--- src/lcs_pkg.sv ---
// Package with constants and types for the light control channel and startup block.
package lcs_pkg;

  localparam int unsigned CLK_HZ       = 10000000;
  localparam int unsigned MAX_CHANNELS = 3;
  localparam logic [7:0]  OUT_MAX      = 8'hFF;
  localparam logic [7:0]  OUT_OFF      = 8'h00;
  localparam logic [7:0]  PCT_UNITY    = 8'h64;
  localparam logic [3:0]  DIM_STOP     = 4'h0;
  localparam logic [3:0]  DIM_UP_BIT   = 4'h8;
  localparam logic [15:0] RESET_COUNT  = 16'h0000;
  localparam logic [7:0]  RESET_OUT    = 8'h00;

  // Base of the waiting and repeat timers: one tick every 1 ms.
  localparam int unsigned TICK_MS      = 1;
  localparam int unsigned TICK_CYCLES  = (CLK_HZ / 1000) * TICK_MS;
  localparam logic [15:0] TICK_LAST    = 16'(TICK_CYCLES - 1);

  typedef enum logic [1:0]
  {
    LCS_OFS_FIXED = 2'h0,
    LCS_OFS_RISE  = 2'h1,
    LCS_OFS_FALL  = 2'h2
  } lcs_ofs_t;

  typedef enum logic [1:0]
  {
    LCS_SU_SWITCH = 2'h0,
    LCS_SU_DIM    = 2'h1,
    LCS_SU_PRESET = 2'h2,
    LCS_SU_ADAPT  = 2'h3
  } lcs_su_t;

  typedef enum logic [5:0]
  {
    LCS_IDLE  = 6'h01,
    LCS_CHECK = 6'h02,
    LCS_DIM   = 6'h04,
    LCS_STOP  = 6'h08,
    LCS_WAIT  = 6'h10,
    LCS_MAIN  = 6'h20
  } lcs_state_t;

endpackage

--- src/lcs_core.sv ---
// Channel offset derivation and startup control sequencing of the light controller.
`timescale 1ns/1ps

////////////////////////////////////////////////////////////////////////////////
// Overview of operation
// - One to three channels, each its own output.
// - Several channels: only absolute byte values sent.
// - Channels two, three derived from channel one.
// - Offset method selects fixed, rising or decreasing.
// - Fixed method adds constant signed offset.
// - Channel one zero forces channels two, three zero.
// - On-off hysteresis on channels two, three for negatives.
// - Rising method scales by percentage, caps 255.
// - Percentage below/above hundred lowers/raises output.
// - Decreasing offset shrinks from start to sync.
// - At sync level offset becomes zero.
// - Brightness at setpoint goes straight to main.
// - Below setpoint runs configured startup behaviour.
// - Switch-on sends one switching telegram.
// - Switch and dimming only with one channel.
// - Brighten steps repeat until setpoint reached.
// - Stop telegram ends relative dimming.
// - Preset sends configured absolute value.
// - Adaptive value from brightness, setpoint, range.
// - Waiting timer runs after startup action, before main phase.
module lcs_core
  import lcs_pkg::*;
(
  // Clock and reset
  input  wire logic        clk,
  input  wire logic        srst,
  // Configuration
  input  wire logic [1:0]  chan_count,
  input  wire logic [1:0]  ofs_method,
  input  wire logic [7:0]  ofs_fixed_ch2,
  input  wire logic [7:0]  ofs_fixed_ch3,
  input  wire logic [8:0]  ofs_pct_ch2,
  input  wire logic [8:0]  ofs_pct_ch3,
  input  wire logic [7:0]  sync_lvl_ch2,
  input  wire logic [7:0]  sync_lvl_ch3,
  input  wire logic [7:0]  onoff_hyst,
  input  wire logic [1:0]  startup_mode,
  input  wire logic [2:0]  dim_step,
  input  wire logic [15:0] dim_repeat_ms,
  input  wire logic [7:0]  preset_value,
  input  wire logic [15:0] wait_ms,
  input  wire logic [15:0] range_lux,
  // Brightness and control
  input  wire logic [15:0] meas_lux,
  input  wire logic [15:0] setpoint_lux,
  input  wire logic        startup_req,
  input  wire logic [7:0]  ch1_ctrl,
  input  wire logic        ch1_ctrl_valid,
  // Switching output object
  output logic             sw_send,
  output logic             sw_value,
  // Relative dimming output object
  output logic             dim_send,
  output logic [3:0]       dim_code,
  // Brightness value output objects
  output logic             val_send,
  output logic [7:0]       val_ch1,
  output logic [7:0]       val_ch2,
  output logic [7:0]       val_ch3,
  // Phase status
  output logic             in_startup,
  output logic             in_main
);

  //////////////////////////////////////////////////////////////////////////////
  // Arithmetic helpers

  // Saturates a signed intermediate to the byte range instead of letting it wrap.
  function automatic logic [7:0] clamp_byte(input logic signed [17:0] v);
    if (v < 18'sd0)
      return OUT_OFF;
    else if (v > 18'sd255)
      return OUT_MAX;
    else
      return v[7:0];
  endfunction

  // Derives one channel's value from channel one; on_prev carries hysteresis state.
  function automatic logic [8:0] derive(
    input logic [1:0] meth,
    input logic [7:0] c1,
    input logic [7:0] fix,
    input logic [8:0] pct,
    input logic [7:0] sync,
    input logic [7:0] hyst,
    input logic       on_prev
  );
    logic signed [17:0] ofs;
    logic signed [17:0] raw;
    logic [16:0]        prod;
    logic [7:0]         res;
    logic               on;
    ofs  = 18'sd0;
    raw  = 18'sd0;
    prod = 17'h00000;
    res  = OUT_OFF;
    on   = on_prev;
    if (meth == LCS_OFS_RISE)
    begin
      prod = 17'(c1 * pct / PCT_UNITY);
      res  = (prod > 17'(OUT_MAX)) ? OUT_MAX : prod[7:0];
      on   = (c1 != OUT_OFF);
    end
    else if (c1 == OUT_OFF)
    begin
      res = OUT_OFF;
      on  = 1'b0;
    end
    else
    begin
      if (meth == LCS_OFS_FALL)
      begin
        // The division truncates toward zero, so a small start offset fades out early.
        if (c1 >= sync || sync <= 8'h01)
          ofs = 18'sd0;
        else
          ofs = 18'($signed({{10{fix[7]}}, fix}) * $signed({10'h000, sync - c1})
                / $signed({10'h000, sync - 8'h01}));
      end
      else
        ofs = 18'($signed({{10{fix[7]}}, fix}));
      raw = $signed({10'h000, c1}) + ofs;
      // A channel that would fall to zero is only re-enabled hyst above its cut-off.
      if (ofs < 18'sd0)
      begin
        if (raw > 18'sd0 + 18'($signed({10'h000, hyst})))
          on = 1'b1;
        else if (raw <= 18'sd0)
          on = 1'b0;
      end
      else
        on = 1'b1;
      res = on ? clamp_byte(raw) : OUT_OFF;
    end
    return {on, res};
  endfunction

  //////////////////////////////////////////////////////////////////////////////
  // State

  typedef struct packed {
    lcs_state_t  state;
    logic [15:0] tick;
    logic [15:0] timer;
    logic        ch2_on;
    logic        ch3_on;
    logic        sw_send;
    logic        sw_value;
    logic        dim_send;
    logic [3:0]  dim_code;
    logic        val_send;
    logic [7:0]  val_ch1;
    logic [7:0]  val_ch2;
    logic [7:0]  val_ch3;
    logic        val_dly;
  } lcs_regs_t;

  lcs_regs_t st_reg;
  lcs_regs_t st_next;

  logic       multi_ch;
  logic       below;
  logic       tick_hit;
  logic [1:0] eff_mode;
  logic [8:0] d2;
  logic [8:0] d3;
  logic [7:0] adapt_val;

  assign multi_ch = (chan_count > 2'h1);
  // Brightness exactly at the setpoint counts as reached, so no startup action is sent.
  assign below    = (meas_lux < setpoint_lux);
  // One shared millisecond prescaler paces both the repeat and the waiting timer.
  assign tick_hit = (st_reg.tick == TICK_LAST);
  // Switching and dimming are refused with several channels; preset is used instead.
  assign eff_mode = (multi_ch && (startup_mode == LCS_SU_SWITCH ||
                    startup_mode == LCS_SU_DIM)) ? LCS_SU_PRESET : startup_mode;

  assign d2 = derive(ofs_method, st_reg.val_ch1, ofs_fixed_ch2, ofs_pct_ch2,
                     sync_lvl_ch2, onoff_hyst, st_reg.ch2_on);
  assign d3 = derive(ofs_method, st_reg.val_ch1, ofs_fixed_ch3, ofs_pct_ch3,
                     sync_lvl_ch3, onoff_hyst, st_reg.ch3_on);

  // Lux deficit mapped onto the full output span of the brightness range.
  always_comb
  begin
    logic [31:0] q;
    q = 32'h00000000;
    // A range of zero cannot be scaled, so the full output is sent instead.
    if (range_lux == 16'h0000)
      adapt_val = OUT_MAX;
    else
    begin
      q = 32'(setpoint_lux - meas_lux) * 32'(OUT_MAX) / 32'(range_lux);
      adapt_val = (q > 32'(OUT_MAX)) ? OUT_MAX : q[7:0];
    end
  end

  //////////////////////////////////////////////////////////////////////////////
  // Next state

  always_comb
  begin
    st_next          = st_reg;
    st_next.sw_send  = 1'b0;
    st_next.dim_send = 1'b0;
    st_next.val_send = 1'b0;
    st_next.tick     = tick_hit ? RESET_COUNT : st_reg.tick + 16'h0001;
    if (st_reg.state == LCS_DIM || st_reg.state == LCS_WAIT)
    begin
      if (tick_hit && st_reg.timer != RESET_COUNT)
        st_next.timer = st_reg.timer - 16'h0001;
    end
    case (st_reg.state)
      LCS_IDLE:
      begin
        if (startup_req)
          st_next.state = LCS_CHECK;
      end
      LCS_CHECK:
      begin
        // Restarting the prescaler makes the first interval a full millisecond.
        st_next.tick = RESET_COUNT;
        if (!below)
          st_next.state = LCS_MAIN;
        else
        begin
          st_next.timer = wait_ms;
          st_next.state = LCS_WAIT;
          case (eff_mode)
            LCS_SU_SWITCH:
            begin
              st_next.sw_send  = 1'b1;
              st_next.sw_value = 1'b1;
            end
            LCS_SU_DIM:
            begin
              st_next.dim_send = 1'b1;
              st_next.dim_code = DIM_UP_BIT | {1'b0, dim_step};
              st_next.timer    = dim_repeat_ms;
              st_next.state    = LCS_DIM;
            end
            LCS_SU_PRESET:
            begin
              st_next.val_ch1  = preset_value;
              st_next.val_send = 1'b1;
            end
            default:
            begin
              st_next.val_ch1  = adapt_val;
              st_next.val_send = 1'b1;
            end
          endcase
        end
      end
      LCS_DIM:
      begin
        // Reaching the setpoint wins over a brighten step due in the same cycle.
        if (!below)
        begin
          st_next.dim_send = 1'b1;
          st_next.dim_code = DIM_STOP;
          st_next.state    = LCS_STOP;
        end
        else if (st_reg.timer == RESET_COUNT)
        begin
          st_next.dim_send = 1'b1;
          st_next.timer    = dim_repeat_ms;
          st_next.tick     = RESET_COUNT;
        end
      end
      LCS_STOP:
      begin
        st_next.timer = wait_ms;
        st_next.tick  = RESET_COUNT;
        st_next.state = LCS_WAIT;
      end
      LCS_WAIT:
      begin
        // A setpoint reached early does not shorten the settling time of the lamps.
        if (st_reg.timer == RESET_COUNT)
          st_next.state = LCS_MAIN;
      end
      LCS_MAIN:
      begin
        // A new startup request wins over a channel-one value in the same cycle.
        if (startup_req)
          st_next.state = LCS_CHECK;
        else if (ch1_ctrl_valid)
        begin
          st_next.val_ch1  = ch1_ctrl;
          st_next.val_send = 1'b1;
        end
      end
      default:
        st_next.state = LCS_IDLE;
    endcase
    // Derived channels follow the channel-one value that is already registered.
    st_next.ch2_on  = (chan_count >= 2'h2) && d2[8];
    st_next.ch3_on  = (chan_count >= 2'h3) && d3[8];
    st_next.val_ch2 = (chan_count >= 2'h2) ? d2[7:0] : OUT_OFF;
    st_next.val_ch3 = (chan_count >= 2'h3) ? d3[7:0] : OUT_OFF;
    // The value strobe lags channel one by a cycle so the derived channels agree.
    st_next.val_dly = st_reg.val_send;
  end

  // Reset clears every field except the phase, which loads LCS_IDLE; the codes are named for clarity.
  always_ff @(posedge clk)
  begin
    if (srst)
    begin
      st_reg          <= '0;
      st_reg.state    <= LCS_IDLE;
      st_reg.dim_code <= DIM_STOP;
      st_reg.val_ch1  <= RESET_OUT;
    end
    else
      st_reg <= st_next;
  end

  //////////////////////////////////////////////////////////////////////////////
  // Outputs

  // Every output comes straight from a register; only the phase flags are decoded.
  assign sw_send    = st_reg.sw_send;
  assign sw_value   = st_reg.sw_value;
  assign dim_send   = st_reg.dim_send;
  assign dim_code   = st_reg.dim_code;
  assign val_send   = st_reg.val_dly;
  assign val_ch1    = st_reg.val_ch1;
  assign val_ch2    = st_reg.val_ch2;
  assign val_ch3    = st_reg.val_ch3;
  assign in_startup = (st_reg.state != LCS_IDLE) && (st_reg.state != LCS_MAIN);
  assign in_main    = (st_reg.state == LCS_MAIN);

endmodule

--- config.mk ---
export PLATFORM = sky130hd
export DESIGN_NAME = lcs_core
export DESIGN_NICKNAME = d
export VERILOG_FILES = /design/src/lcs_pkg.sv /design/src/lcs_core.sv
export SDC_FILE = /design/constraint.sdc
export NUM_CORES = 2
export LEC_CHECK = 0
export BUFFER_PORTS_ARGS = -buffer_cell sky130_fd_sc_hd__buf_2
export CORE_MARGIN = 3
export CORE_UTILIZATION = 55
export CTS_CLUSTER_SIZE = 28
export DETAILED_ROUTE_END_ITERATION = 6
export PLACE_DENSITY = 0.8
export SYNTH_ARGS = -nofsm -noshare
export SYNTH_HDL_FRONTEND = slang
export SYNTH_SLANG_ARGS = --single-unit
--- constraint.sdc ---
create_clock -name clk -period 168.3 [get_ports clk]
set_clock_uncertainty 0.2 [all_clocks]
set_input_delay 25.245 -clock clk [delete_from_list [all_inputs] [get_ports clk]]
set_output_delay 25.245 -clock clk [all_outputs]
set_load 0.02 [all_outputs]
==> reports/summary.txt <==
outcome = complete, but fails checks
failing checks = DRC
port bufs = 200
max-slew violation count = 0
cells on worst reg2reg path = 237
largest delay contributor family on the critical path = compound AO/OA/AOI/OAI gates
M2 GR Usage = 51.46%
mux cell area share after synthesis = 4.278%
RR Startpoint = val_ch1[1]$_SDFFE_PP0P_
clk buf depth = 2
CTS HTree Levels = 3
Worst-Skew Late Latency = 0.37 ns
Max Fclk = 0.007443 GHz
Inst Count DP = 9,084
GR Layer Usage met1 = 38.75%
Post-CTS Resized = 0
Largest stage delay, worst path = 0.74 ns
Post-Syn Area per Cell = 7.317 um^2
worst hold path type = reg2reg
Largest register FFs = 40
1st-iter DRT viols = 4,399
worst-margin pin slew = 1.197 ns
critical path endpoint category = register
largest net degree at the start of global routing = 42
final setup violation count = 0
post-synthesis compound-gate area fraction = 27.16%
Synth top area share = 20.21%
Final Hold Vio Count = 0
min Tclk post-route = 134.35 ns
Top FF cell, synth = dfxtp_1
fillers = 9,311
Top Ports = 201
FF-to-FF setup slack = 110.99 ns
Post-synth EDFFs = 0
area leader, netlist = ha_1
fraction of layout cells with a size suffix above 1 = 7.930%
worst path required time = 168.32 ns
max-cap violations = 0
final setup TNS = 0 ns
clk slew on worst S/H paths = 0.07 ns
register area = 0.001461 mm^2
area of the multi-input gates = 0.05155 mm^2
detailed-route DRC error count = 1
most frequent CP cell = o21a_1
DRT Pass-1 Iters = 7
Setup crit start kind = input pin
Die Area = 0.1059 mm^2
Critical-path top delay cell = nor2_1
FP Rows = 116
clock root buffer = clkbuf_16
critical path class = in2reg
remaining global-route overflow = 0
setup bufs post-CTS = 0
CTS Hold Buffers Added = 0
Synth area leaders = ha_1 (20%), fa_1 (8.3%), o21a_1 (5.2%), xnor2_1 (4.9%), nand2_1 (4.8%)
largest family of logic cells by synthesized area = adder cells
global-route wire length before repair = 274,800 um
Bufs and invs on worst path = 22
die width = 325.4 um
DPL Wire Length = 138,000 um
Slew headroom = 20.23%
Synth Instances = 7,667
routed via count = 57,970
routability cong. = 0.9740
cts bufs inserted = 9
Final Net Count = 9,044
xor and xnor fraction of the mapped netlist area = 7.454%
die height = 325.4 um
Initial Util = 55.77%
synthesis warning total = 0
grt peak-use layer = met2
DRT antenna net count = 0
Simple-Gate Fraction of Synth Area = 24.14%
vias in the first global route = 55,290
synth unique cells = 132
fin cells = 9,120
reg-to-reg endpoint = val_ch3[0]$_SDFF_PP0_
RSZ-0062 raised after global routing = no
CP max FO = 33
Synth Cell Area = 0.05610 mm^2
wire per inst = 18.57 um
initial antenna violation count = 24
Syn-to-layout area delta = 4.875%
worst path arrival time = 134.36 ns
Vias/cell = 6.357
period utilization = 79.83%
Synth Area in Adders = 28.74%
CTS tree = built
total track usage = 30.46%
post-synthesis sequential area ratio = 2.605%
clk sinks = 73
WHS Endpoint = st_reg[51]$_SDFF_PP0_
min-delay src = st_reg[51]$_SDFF_PP0_
Hold Crit Depth = 1
met3 GRT Util = 4.985%
Core ar. = 0.1006 mm^2
Async SR Flop Fraction = 0%
number of synthesized register bits = 73
final WL = 169,300 um
-- metal layers --
metal | up-vias | wire length [um]
met5 | - | 47
met4 | 8 | 7080
met3 | 428 | 11700
met2 | 2064 | 77320
met1 | 27230 | 73190
li1 | 28250 | -
-- worst max path at each step --
| stage | cells after the start | end | start |
|---|---|---|---|
| floorplan | 509 | val_ch1[0]$_SDFFE_PP0P_ | setpoint_lux[0] |
| global placement | 481 | val_ch1[0]$_SDFFE_PP0P_ | meas_lux[1] |
| detailed placement | 475 | val_ch1[0]$_SDFFE_PP0P_ | meas_lux[1] |
| CTS | 474 | val_ch1[0]$_SDFFE_PP0P_ | meas_lux[1] |
| global route | 481 | val_ch1[0]$_SDFFE_PP0P_ | meas_lux[1] |
| finish | 473 | val_ch1[0]$_SDFFE_PP0P_ | meas_lux[1] |
-- per-stage QoR --
stage	hold slack, ns	area (um^2)	setup WS (ns)	utilization, %
global route	0.2648	58820	25.63	58.48
global placement	0.2267	58430	39.22	58.09
finish	0.2450	58830	33.95	58.49
floorplan	0.2132	56100	42.03	-
CTS	0.2466	58780	35.62	58.44
detailed placement	0.2385	58430	35.60	58.09
-- synth_stat cells, drive strengths merged (159+ instances only) --
cell type and count:
ha 906, nand2 716, nor2 625, inv 588
a21oi 488, nor3 449, o21a 392, o21ai 323
xnor2 315, fa 233, o31ai 218, and2 190
xor2 159
-- worst register-to-register path, delay by kind of cell, from the launching register on --
family	cells	cell delay [ns]
xor gates and xnor gates	3	0.97
adders and majority gates	26	9.09
buffers and inverters	12	2.26
DFF	1	0.94
AOI/OAI and AO/OA	132	28.96
and+or+nand+nor	59	13.07
muxes	5	1.60
-- kinds of logic (layout without fill, tap and decap cells) --
group,count (synthesis),count (layout)
AOI/OAI and AO/OA,2209,2209
xor gates and xnor gates,475,475
adders and majority gates,1151,1151
buffers and inverters,798,873
DFF,73,73
muxes,217,217
other,1,22
and+or+nand+nor,2743,2743
-- placed cells by master, fill, tap and decap left out, drive strengths merged, types with 54 or more instances in the layout --
master    n
ha      906
nand2   716
nor2    625
inv     587
a21oi   488
nor3    449
o21a    392
o21ai   323
xnor2   315
buf     267
fa      233
o31ai   218
and2    190
xor2    159
mux2    156
a21o    146
nand3   124
nand2b   90
nor2b    84
nand4    80
or2      80
or3      76
dfxtp    73
a31oi    71
o21bai   65
mux2i    61
a211oi   57
and3     56
o211ai   54
-- layout make-up --
class | instances | share of cell area, %
Tap cell | 1357 | 2.886
Timing Repair Buffer | 267 | 2.556
Sequential cell | 73 | 2.484
Inverter | 590 | 3.764
Antenna cell | 20 | 0.08507
Multi-Input combinational cell | 6797 | 87.62
Clock buffer | 10 | 0.4062
Clock inverter | 6 | 0.1957
Power is not shown: default switching activity piles up to over one toggle a cycle in this logic, so the estimate is an artifact.
